**src/rtl/uart_sfeat_regs.vh**
```
// Offsets, field positions, reset values and keys of the special
// feature register set. Definitions only.
`ifndef UART_SFEAT_REGS_VH
`define UART_SFEAT_REGS_VH

// Register offsets
`define OFS_FLOW_STATUS 4'h2
`define OFS_LINE_CTRL 4'h3
`define OFS_PRESCALER 4'h4
`define OFS_RX_COUNT 4'h5
`define OFS_TX_COUNT 4'h6
`define OFS_SFUNC 4'h7
`define OFS_IDLE_TIME 4'h8
`define OFS_TXRX_CTRL 4'h9
`define OFS_UNLOCK 4'hD
`define OFS_IRQ_EXTRA 4'hF

// Access keys
`define KEY_LINE_CTRL 8'hBF
`define KEY_UNLOCK 8'h5A

// Reset values
`define RST_PRESCALER 8'h10
`define RST_TXRX_CTRL 8'h06
`define RST_ZERO 8'h00

// Special function register fields
`define SF_RX_ERR_SEL 6
`define SF_BURST 4
`define SF_LOOPBACK 3
`define SF_SPECIAL 2
`define SF_AUTO_DSR 1
`define SF_FORCE_TX 0

// Extra feature low bits
`define EF_TX_DIS 2
`define EF_RX_DIS 1
`define EF_MULTIDROP 0

// Transmit/receive control fields
`define TC_XON 3
`define TC_TX_EMPTY 2
`define TC_RX_TMO 1
`define TC_IDLE 0

// Interrupt status clear bit
`define IRQ_CLEAR 0

// Sample clock base count
`define SAMPLE_BASE 5'h10

`endif

```
**src/rtl/uart_sfeat.v**
```verilog
// Special feature register set of a host-attached serial port:
// gated access, counters, baud tick, interrupt flags and line controls.
// Assumes a host port front end presenting single-cycle read/write
// strobes on i_clk, and a serial core on the same clock.
`timescale 1ns/100ps
`include "uart_sfeat_regs.vh"

module uart_sfeat (
    // Clock and reset
    input wire i_clk,
    input wire i_nrst,
    // Register port from host front end
    input wire [3:0] i_reg_addr,
    input wire i_reg_wr,
    input wire i_reg_rd,
    input wire [7:0] i_reg_wdata,
    output reg [7:0] o_reg_rdata,
    // Baud generator inputs and tick output
    input wire [15:0] i_baud_divisor,
    input wire i_mcr7,
    output reg o_baud_tick,
    // FIFO activity from the serial core
    input wire i_rx_push,
    input wire i_rx_push_err,
    input wire i_rx_pop,
    input wire i_rx_pop_err,
    input wire i_tx_push,
    input wire i_tx_pop,
    // Transmitter and flow state
    input wire i_tx_shift_busy,
    input wire [1:0] i_flow_state,
    input wire i_stop_sent,
    input wire i_remote_term,
    // Interrupt source events, bits 7..1
    input wire [7:1] i_irq_event,
    // Controls to the serial core
    output reg o_tx_allow,
    output reg o_rx_enable,
    output reg o_nine_bit,
    output reg o_burst_en,
    output reg o_loopback,
    output reg o_auto_dsr_dtr,
    output reg o_force_tx,
    output reg o_xon_inband,
    output reg o_tx_empty_irq_en,
    output reg o_rx_timeout_en,
    output reg o_idle_insert_en,
    output reg [7:0] o_idle_time
);

    // Stored registers
    reg [7:0] line_control_reg;
    reg [7:0] feature_unlock_key;
    reg [7:0] special_function_ctrl;
    reg [7:0] baud_prescaler;
    reg [7:0] tx_idle_time;
    reg [7:0] txrx_sample_ctrl;
    reg [2:0] extra_feature_ctrl;
    reg [7:1] irq_flags;
    reg [7:0] advanced_flow_status;
    reg [7:0] rx_fifo_fill_count;
    reg [7:0] rx_error_byte_count;
    reg [7:0] tx_fifo_fill_count;
    reg [39:0] baud_count;
    reg [7:0] next_rdata;

    // Access gates
    wire lcr_key = (line_control_reg == `KEY_LINE_CTRL);
    wire sf_open = lcr_key && (feature_unlock_key == `KEY_UNLOCK);
    wire sp_open = lcr_key && special_function_ctrl[`SF_SPECIAL];
    wire wr_lcr = i_reg_wr && (i_reg_addr == `OFS_LINE_CTRL);
    wire wr_unl = i_reg_wr && lcr_key && (i_reg_addr == `OFS_UNLOCK);
    wire wr_sf = i_reg_wr && sf_open && (i_reg_addr == `OFS_SFUNC);
    wire wr_sp = i_reg_wr && sp_open;
    wire wr_irq = wr_sp && (i_reg_addr == `OFS_IRQ_EXTRA);
    wire wr_ext = i_reg_wr && !special_function_ctrl[`SF_SPECIAL] &&
                  (i_reg_addr == `OFS_IRQ_EXTRA);

    // Up/down occupancy step shared by the three FIFO counters
    function [7:0] step_count;
        input [7:0] cnt;
        input inc;
        input dec;
        begin
            if (inc && !dec)
                step_count = cnt + 8'h01;
            else if (dec && !inc && cnt != 8'h00)
                step_count = cnt - 8'h01;
            else
                step_count = cnt;
        end
    endfunction

    // Bit period in clock cycles. An exponent that would be -1 is held at
    // 0; software keeping the factor above one avoids a degenerate tick.
    wire [4:0] samp_factor = `SAMPLE_BASE - {1'b0, txrx_sample_ctrl[7:4]}
                             + {1'b0, baud_prescaler[3:0]};
    wire [4:0] exp_raw = {1'b0, baud_prescaler[7:4]} + {2'b00, i_mcr7, 1'b0};
    wire [4:0] exp_val = (exp_raw == 5'h00) ? 5'h00 : exp_raw - 5'h01;
    wire [39:0] scaled = {35'h0, samp_factor} << exp_val;
    // Full-width product so no bits of the period are lost
    wire [55:0] period_full = {16'h0000, scaled} * {40'h0, i_baud_divisor};
    wire [39:0] period = period_full[39:0];

    // Configuration registers with their access gates
    always @(posedge i_clk) begin
        if (!i_nrst) begin
            line_control_reg <= `RST_ZERO;
            feature_unlock_key <= `RST_ZERO;
            special_function_ctrl <= `RST_ZERO;
            baud_prescaler <= `RST_PRESCALER;
            tx_idle_time <= `RST_ZERO;
            txrx_sample_ctrl <= `RST_TXRX_CTRL;
            extra_feature_ctrl <= 3'h0;
        end else begin
            if (wr_lcr)
                line_control_reg <= i_reg_wdata;
            if (wr_unl)
                feature_unlock_key <= i_reg_wdata;
            if (wr_sf)
                special_function_ctrl <= i_reg_wdata;
            if (wr_sp && i_reg_addr == `OFS_PRESCALER)
                baud_prescaler <= i_reg_wdata;
            if (wr_sp && i_reg_addr == `OFS_IDLE_TIME)
                tx_idle_time <= i_reg_wdata;
            if (wr_sp && i_reg_addr == `OFS_TXRX_CTRL)
                txrx_sample_ctrl <= i_reg_wdata;
            if (wr_ext)
                extra_feature_ctrl <= i_reg_wdata[2:0];
        end
    end

    // Sticky interrupt flags; a source event beats a same-cycle clear
    always @(posedge i_clk) begin
        if (!i_nrst)
            irq_flags <= 7'h00;
        else if (wr_irq && i_reg_wdata[`IRQ_CLEAR])
            irq_flags <= i_irq_event;
        else
            irq_flags <= irq_flags | i_irq_event;
    end

    // Flow status snapshot of the core's state
    always @(posedge i_clk) begin
        if (!i_nrst)
            advanced_flow_status <= `RST_ZERO;
        else
            advanced_flow_status <= {2'b00, i_flow_state, 2'b00,
                                     i_stop_sent, i_remote_term};
    end

    // FIFO occupancy counters
    always @(posedge i_clk) begin
        if (!i_nrst) begin
            rx_fifo_fill_count <= `RST_ZERO;
            rx_error_byte_count <= `RST_ZERO;
            tx_fifo_fill_count <= `RST_ZERO;
        end else begin
            rx_fifo_fill_count <= step_count(rx_fifo_fill_count,
                                             i_rx_push, i_rx_pop);
            rx_error_byte_count <= step_count(rx_error_byte_count,
                i_rx_push && i_rx_push_err,
                i_rx_pop && i_rx_pop_err);
            tx_fifo_fill_count <= step_count(tx_fifo_fill_count,
                                             i_tx_push, i_tx_pop);
        end
    end

    // Baud tick: one pulse per bit period
    always @(posedge i_clk) begin
        if (!i_nrst) begin
            baud_count <= 40'h0;
            o_baud_tick <= 1'b0;
        end else if (baud_count + 40'h1 >= period) begin
            baud_count <= 40'h0;
            o_baud_tick <= 1'b1;
        end else begin
            baud_count <= baud_count + 40'h1;
            o_baud_tick <= 1'b0;
        end
    end

    // Read mux; closed or unmapped offsets read zero
    always @* begin
        next_rdata = `RST_ZERO;
        if (i_reg_addr == `OFS_LINE_CTRL)
            next_rdata = line_control_reg;
        else if (i_reg_addr == `OFS_UNLOCK && lcr_key)
            next_rdata = feature_unlock_key;
        else if (i_reg_addr == `OFS_SFUNC && sf_open)
            next_rdata = special_function_ctrl;
        else if (i_reg_addr == `OFS_IRQ_EXTRA && !sp_open &&
                 !special_function_ctrl[`SF_SPECIAL])
            next_rdata = {5'h00, extra_feature_ctrl};
        else if (sp_open) begin
            if (i_reg_addr == `OFS_FLOW_STATUS)
                next_rdata = advanced_flow_status;
            else if (i_reg_addr == `OFS_PRESCALER)
                next_rdata = baud_prescaler;
            else if (i_reg_addr == `OFS_RX_COUNT)
                next_rdata = special_function_ctrl[`SF_RX_ERR_SEL] ?
                    rx_error_byte_count : rx_fifo_fill_count;
            else if (i_reg_addr == `OFS_TX_COUNT)
                next_rdata = tx_fifo_fill_count;
            else if (i_reg_addr == `OFS_IDLE_TIME)
                next_rdata = tx_idle_time;
            else if (i_reg_addr == `OFS_TXRX_CTRL)
                next_rdata = txrx_sample_ctrl;
            else if (i_reg_addr == `OFS_IRQ_EXTRA)
                next_rdata = {irq_flags, 1'b0};
        end
    end

    // Registered read data holds until the next read
    always @(posedge i_clk) begin
        if (!i_nrst)
            o_reg_rdata <= `RST_ZERO;
        else if (i_reg_rd)
            o_reg_rdata <= next_rdata;
    end

    // Control outputs to the core. A transmit disable while a character is shifting
    // keeps the permit until the shift register empties, so no character
    // is cut short on the line.
    always @(posedge i_clk) begin
        if (!i_nrst) begin
            o_tx_allow <= 1'b1;
            o_rx_enable <= 1'b1;
            o_nine_bit <= 1'b0;
            o_burst_en <= 1'b0;
            o_loopback <= 1'b0;
            o_auto_dsr_dtr <= 1'b0;
            o_force_tx <= 1'b0;
            o_xon_inband <= 1'b0;
            o_tx_empty_irq_en <= 1'b1;
            o_rx_timeout_en <= 1'b1;
            o_idle_insert_en <= 1'b0;
            o_idle_time <= `RST_ZERO;
        end else begin
            o_tx_allow <= !extra_feature_ctrl[`EF_TX_DIS] ||
                          (o_tx_allow && i_tx_shift_busy);
            o_rx_enable <= !extra_feature_ctrl[`EF_RX_DIS];
            o_nine_bit <= extra_feature_ctrl[`EF_MULTIDROP];
            o_burst_en <= special_function_ctrl[`SF_BURST];
            o_loopback <= special_function_ctrl[`SF_LOOPBACK];
            o_auto_dsr_dtr <= special_function_ctrl[`SF_AUTO_DSR];
            o_force_tx <= special_function_ctrl[`SF_FORCE_TX];
            o_xon_inband <= txrx_sample_ctrl[`TC_XON];
            o_tx_empty_irq_en <= txrx_sample_ctrl[`TC_TX_EMPTY];
            o_rx_timeout_en <= txrx_sample_ctrl[`TC_RX_TMO];
            o_idle_insert_en <= txrx_sample_ctrl[`TC_IDLE];
            o_idle_time <= tx_idle_time;
        end
    end

endmodule

```
**config.mk**
```make
export PLATFORM = sky130hd
export DESIGN_NAME = uart_sfeat
export DESIGN_NICKNAME = d
export VERILOG_FILES = /design/src/rtl/uart_sfeat.v
export VERILOG_INCLUDE_DIRS = /design/src /design/src/rtl
export SDC_FILE = /design/constraint.sdc
export NUM_CORES = 1
export LEC_CHECK = 0
export BUFFER_PORTS_ARGS = -buffer_cell sky130_fd_sc_hd__buf_2
export CAP_MARGIN = 20
export CORE_MARGIN = 4
export CORE_UTILIZATION = 65
export CTS_BUF_LIST = sky130_fd_sc_hd__clkbuf_16
export CTS_CLUSTER_DIAMETER = 30
export CTS_CLUSTER_SIZE = 12
export DETAILED_ROUTE_END_ITERATION = 8
export PLACE_DENSITY = 0.83
export SLEW_MARGIN = 5
export SYNTH_ARGS = -nofsm -noshare
export SYNTH_HDL_FRONTEND = slang
export SYNTH_SLANG_ARGS = --single-unit
```
**constraint.sdc**
```tcl
create_clock -name i_clk -period 12.8 [get_ports i_clk]
set_clock_uncertainty 0.1 [all_clocks]
set_input_delay 1.28 -clock i_clk [delete_from_list [all_inputs] [get_ports i_clk]]
set_output_delay 1.28 -clock i_clk [all_outputs]
set_load 0.01 [all_outputs]
```
Yosys cells after proc, flatten, opt, wreduce, memory -nomap -nowiden
Index checks and enable logic that the tools add are counted.
{"block": "totals", "register_bits": 158, "inputBits": 51, "out_inout_bits": 28}
{"block": "op_classes", "addsub": 11, "mul": 1, "order_cmp": 1, "eq_ne": 12, "shift": 1, "muxes": 22, "bitwise": 2, "n_reduce_logical": 50}
{"operator": "two-way mux 8 bit", "n": 19}
{"operator": "adder 40 x 1 -> 40 bit (second input constant)", "n": 1}
{"operator": "greater-or-equal comparator 40 bit", "n": 1}
{"operator": "multiplier 40 x 16 -> 40 bit", "n": 1}
{"operator": "left shift 5 x 5 -> 40 bit", "n": 1}
{"operator": "logical AND 1 bit", "n": 31}
{"operator": "adder 8 x 1 -> 8 bit (second input constant)", "n": 3}
{"operator": "nonzero test 8 bit", "n": 3}
{"operator": "subtractor 8 x 1 -> 8 bit (second input constant)", "n": 3}
{"operator": "== test 4 x 3 -> 1 bit (second input constant)", "n": 4}
{"operator": "== test 4 bit (second input constant)", "n": 4}
{"operator": "logical NOT 1 bit", "n": 10}
{"operator": "== test 4 x 2 -> 1 bit (second input constant)", "n": 2}
{"operator": "== test 8 x 7 -> 1 bit (second input constant)", "n": 1}
{"operator": "== test 8 bit (second input constant)", "n": 1}
{"operator": "two-way mux 7 bit", "n": 1}
{"operator": "bitwise OR 7 bit", "n": 1}
{"operator": "nonzero test 2 bit", "n": 3}
{"operator": "adder 4 x 2 -> 5 bit", "n": 1}
{"operator": "adder 5 x 4 -> 5 bit", "n": 1}
{"operator": "logical NOT 5 bit", "n": 1}
{"operator": "two-way mux 5 bit", "n": 1}
{"operator": "subtractor 5 x 1 -> 5 bit (second input constant)", "n": 1}
{"operator": "subtractor 5 x 4 -> 5 bit (first input constant)", "n": 1}
{"operator": "other kinds (4)", "n": 4}

Logic depth before layout (Yosys ltp)
{"block": "logic_depth", "ltp_word": 13, "mapped_depth": 47, "ltp_nobuf": 44}

Worst setup path after synthesis
Ideal clock, no wire load.
{"block": "synth_path", "path_kind": "input-to-reg", "from": "input i_mcr7", "to": "register baud_count[10]", "t_arrival_ns": 10.511, "required_time_ns": 12.568, "slack_ns": 2.057, "stages": 40, "path_buffers": 3, "cell_sequence": "ha_1 ha_1 nand2b_1 o21ai_0 nor2_1 buf_2 nand3_1 o21a_1 nor2_1 clkbuf_1 nand2_1 fa_1 inv_1 fa_1 inv_1 fa_1 inv_1 fa_1 (+4 left out) ha_1 a21o_1 a21o_1 a211oi_1 o211ai_1 o211ai_1 nand3_1 a21o_1 a21o_1 a21oi_1 xor2_1 ha_1 nand4_1 nor4_1 inv_1 a2111oi_0 clkbuf_1 nor3_1"}
{"block": "synth_via", "elab_chain_len": 7, "elab_cells_between_ends": 8}
{"element": "start: declaration", "line_no": "uart_sfeat.v:20", "source": "input wire i_mcr7,"}
{"element": "adder 4 x 2 -> 5 bit (*)", "line_no": "uart_sfeat.v:98", "source": "wire [4:0] exp_raw = {1'b0, baud_prescaler[7:4]} + {2'b00, i_mcr7, 1'b0};"}
{"element": "subtractor 5 x 1 -> 5 bit / logical NOT 5 bit (equally long branches)", "line_no": "uart_sfeat.v:99", "source": "wire [4:0] exp_val = (exp_raw == 5'h00) ? 5'h00 : exp_raw - 5'h01;"}
{"element": "two-way mux 5 bit (*)", "line_no": "uart_sfeat.v:99"}
{"element": "left shift 5 x 5 -> 40 bit (*)", "line_no": "uart_sfeat.v:100", "source": "wire [39:0] scaled = {35'h0, samp_factor} << exp_val;"}
{"element": "multiplier 40 x 16 -> 40 bit (*)", "line_no": "uart_sfeat.v:102", "source": "wire [55:0] period_full = {16'h0000, scaled} * {40'h0, i_baud_divisor};"}
{"element": "greater-or-equal comparator 40 bit (*)", "line_no": "uart_sfeat.v:174", "source": "end else if (baud_count + 40'h1 >= period) begin"}
{"element": "OR reduction 2 bit (no line) (*)"}
{"element": "end signal: assignment", "line_no": "uart_sfeat.v:178", "source": "baud_count <= baud_count + 40'h1;"}
{"element": "end: declaration", "line_no": "uart_sfeat.v:64", "source": "reg [39:0] baud_count;"}
Every way passes the cells marked *; elsewhere a longest branch is shown, timed or not.
A chain may end at the register's enable or synchronous reset.

Final worst setup path
{"block": "layout_path", "from": "input i_mcr7", "to": "register baud_count[0]"}
Same word-level chain as after synthesis.

==> results.sh <==
export IMPL_outcome="completed"
export IMPL_clock_latency_ns=0.42
export IMPL_synth_compound_gate_area_share_pct=9.10
export IMPL_first_global_vias=21561
export IMPL_vias=20211
export IMPL_viasPerCell=6.00
export IMPL_syn_cell_area_um2=24400
export IMPL_gp_congestion=0.924
export IMPL_grt_pass1_wl_um=109000
export IMPL_drv_slew=0
export IMPL_grt_overflow_total=0
export IMPL_instances_no_fill=3371
export IMPL_cap_violations=0
export IMPL_die_area_um2=40700
export IMPL_io_buffers=78
export IMPL_totalWireLength_um=64800
export IMPL_firstDrtPassIters=8
export IMPL_initial_utilization_pct=66.3
export IMPL_syn_num_nets=3504
export IMPL_fp_coreArea_um2=36800
export IMPL_ctsLongestPathBuffers=2
export IMPL_crit_path_top_delay_cell="o32ai_2"
export IMPL_clock_sinks=154
export IMPL_worst_slew_pin_slew_ns=0.990
export IMPL_grt_usage_pct=32.6
export IMPL_yosysMostFrequentCell="nand2_1"
export IMPL_worstRegToRegCells=41
export IMPL_synthArstFlopShare_pct=0
export IMPL_synth_area_leader_cell="fa_1"
export IMPL_worstHoldEndpoint="o_rx_enable"
export IMPL_slew_headroom_pct=33.8
export IMPL_hold_path_depth=1
export IMPL_hp_start="extra_feature_ctrl[1]"
export IMPL_placed_cells=3336
export IMPL_ys_seq_area_share_pct=12.6
export IMPL_dr_max_layer_used="met4"
export IMPL_wl_met2_um=31500
export IMPL_ioPinCount=79
export IMPL_drc_errors=0
export IMPL_fillCellCount=2818
export IMPL_path_clk_slew_ns=0.07
export IMPL_dp_slack_ns=0.585
export IMPL_cts_resized=0
export IMPL_cts_buffers=17
export IMPL_drt_iter0_markers=1557
export IMPL_reg2reg_slack_ns=1.70
export IMPL_ys_types=81
export IMPL_ctsHoldBuffers=0
export IMPL_rsz0062_at_grt="no"
export IMPL_rows=70
export IMPL_ys_ff_latch=154
export IMPL_hold_violations=0
export IMPL_required_ns=13.03
export IMPL_path_class="input pin to flop"
export IMPL_root_buffer="clkbuf_16"
export IMPL_tritoncts="built"
export IMPL_cp_end_kind="flop"
export IMPL_post_cts_setup_buffers=0
export IMPL_yosys_top_cells_count="nand2_1 (506), inv_1 (484), fa_1 (415)"
export IMPL_r2r_start="baud_prescaler[4]"
export IMPL_slowest_delay_ns=0.70
export IMPL_final_setup_viol_count=0
export IMPL_largest_register_ffs=40
export IMPL_synth_area_leaders="fa_1 (34%), dfxtp_1 (13%), nand2_1 (7.8%), inv_1 (7.4%), ha_1 (7.4%)"
export IMPL_synth_adder_area_share_pct=41.4
export IMPL_synth_top_cell_area_share_pct=34.1
export IMPL_synth_edff_count=0
export IMPL_antenna_found_initial=1
export IMPL_fin_ws_ns=1.09
export IMPL_wl_met3_um=6100
export IMPL_fin_nets=3499
export IMPL_synth_top_family_by_area="adder cells"
export IMPL_top_register="baud_count"
export IMPL_yosysWarnings=0
export IMPL_die_x_um=202
export IMPL_p_total_mw=1.50
export IMPL_m1WireLength_um=24500
export IMPL_r2r_end="baud_count[0]"
export IMPL_fp_dieH_um=202
export IMPL_syn_avg_cell_area_um2=8.43
export IMPL_dp_hpwl_um=49800
export IMPL_setup_tns_final_ns=0
export IMPL_power_density_nw_per_um2=58.3
export IMPL_cp_arrival_ns=11.94
export IMPL_synthXorXnorAreaFrac_pct=4.23
export IMPL_critPathLaunchType="input pin"
export IMPL_p_leak_nw=12.2
export IMPL_finalCritPeriodShare_pct=91.5
export IMPL_grt_max_degree=86
export IMPL_peakVddDrop_mv=0.103
export IMPL_max_freq_ghz=0.0854
export IMPL_synthCells=2894
export IMPL_muxShareOfSynthArea_pct=2.08
export IMPL_min_period_ns=11.71
export IMPL_htree_levels=4
export IMPL_area_growth_pct=5.76
export IMPL_layout_drive_gt1_share_pct=6.20
export IMPL_synthSimpleGateAreaFrac_pct=20.9
export IMPL_cp_max_fo=41
export IMPL_ys_flop_type="dfxtp_1"
export IMPL_antenna_left=0
export IMPL_wire_per_inst_um=19.2
export IMPL_hold_class="flop to flop"
-- cell type report --
| cell class | instances | area (um^2) | share of cell area, % |
|---|---|---|---|
| Inverter | 484 | 1820 | 7.04 |
| Timing Repair Buffer | 118 | 697 | 2.70 |
| Multi-Input combinational cell | 2114 | 19000 | 73.6 |
| Tap cell | 468 | 586 | 2.27 |
| Clock buffer | 17 | 425 | 1.65 |
| Sequential cell | 154 | 3080 | 11.9 |
| Antenna cell | 1 | 2.50 | 0.00970 |
| Clock inverter | 15 | 209 | 0.810 |
-- worst max-delay path, delay by kind of cell --
kind / cells / cell delay [ns]
AOI/OAI and AO/OA: 19 / 4.12
xor gates and xnor gates: 2 / 0.35
adders and majority gates: 10 / 4.43
buffers and inverters: 8 / 1.01
and+or+nand+nor: 3 / 0.73
-- cell usage in the layout (no fill, tap or decap), types with 5 or more instances in the layout --
cell and count:
nand2_1 506, inv_1 484, fa_1 415, and2_1 166, dfxtp_1 154, ha_1 144, a21oi_1 103, nor2_1 93
buf_2 77, xnor2_1 66, nor3_1 64, nor2b_1 58, nand3_1 49, o21ai_0 48, mux2i_1 48, a21o_1 45
xor2_1 42, and3_1 41, buf_4 40, a21boi_0 26, nand2b_1 19, clkbuf_16 17, nand4_1 16, o21bai_1 16
nor4_1 10, o211ai_1 9, o21a_1 9, a211oi_1 8, a221oi_1 7, and4_1 6, o31ai_1 5, a222oi_1 5
-- worst max-delay path by stage --
stage | end | depth (start not counted) | startpoint | slack (ns)
floorplan | baud_count[10] | 40 | i_mcr7 | 2.06
global placement | baud_count[0] | 41 | i_mcr7 | 0.59
detailed placement | baud_count[0] | 42 | i_mcr7 | 0.58
CTS | baud_count[0] | 41 | i_mcr7 | 0.99
global route | baud_count[38] | 39 | i_mcr7 | 0.51
finish | baud_count[0] | 42 | i_mcr7 | 1.09
-- per-layer routing --
layer	GRT usage, %	up-vias
li1	-	9030
met1	41.6	9887
met2	55.3	1092
met3	6.08	202
met4	13.0	0
met5	0	-
-- cells by family (layout without fill, tap and decap cells) --
kind of cell               after synthesis  in the layout
muxes                                   50             50
and+or+nand+nor                       1058           1058
DFF                                    154            154
xor gates and xnor gates               112            112
other                                    0              1
buffers and inverters                  626            634
AOI/OAI and AO/OA                      335            335
adders and majority gates              559            559
-- power breakdown --
group          switching [mW]  internal (mW)  total [mW]
Sequential             0.0361          0.507       0.543
Clock                   0.231          0.300       0.531
Combinational           0.252          0.177       0.429
-- through the flow --
step / area [um^2] / hold WS, ns / utilization [%]
finish: 25800 / 0.316 / 70.1
global route: 25800 / 0.331 / 70.1
CTS: 25800 / 0.316 / 70.1
detailed placement: 25100 / 0.297 / 68.4
global placement: 25100 / 0.295 / 68.3
floorplan: 24400 / 0.270 / -
(Power assumes the default switching activity.)
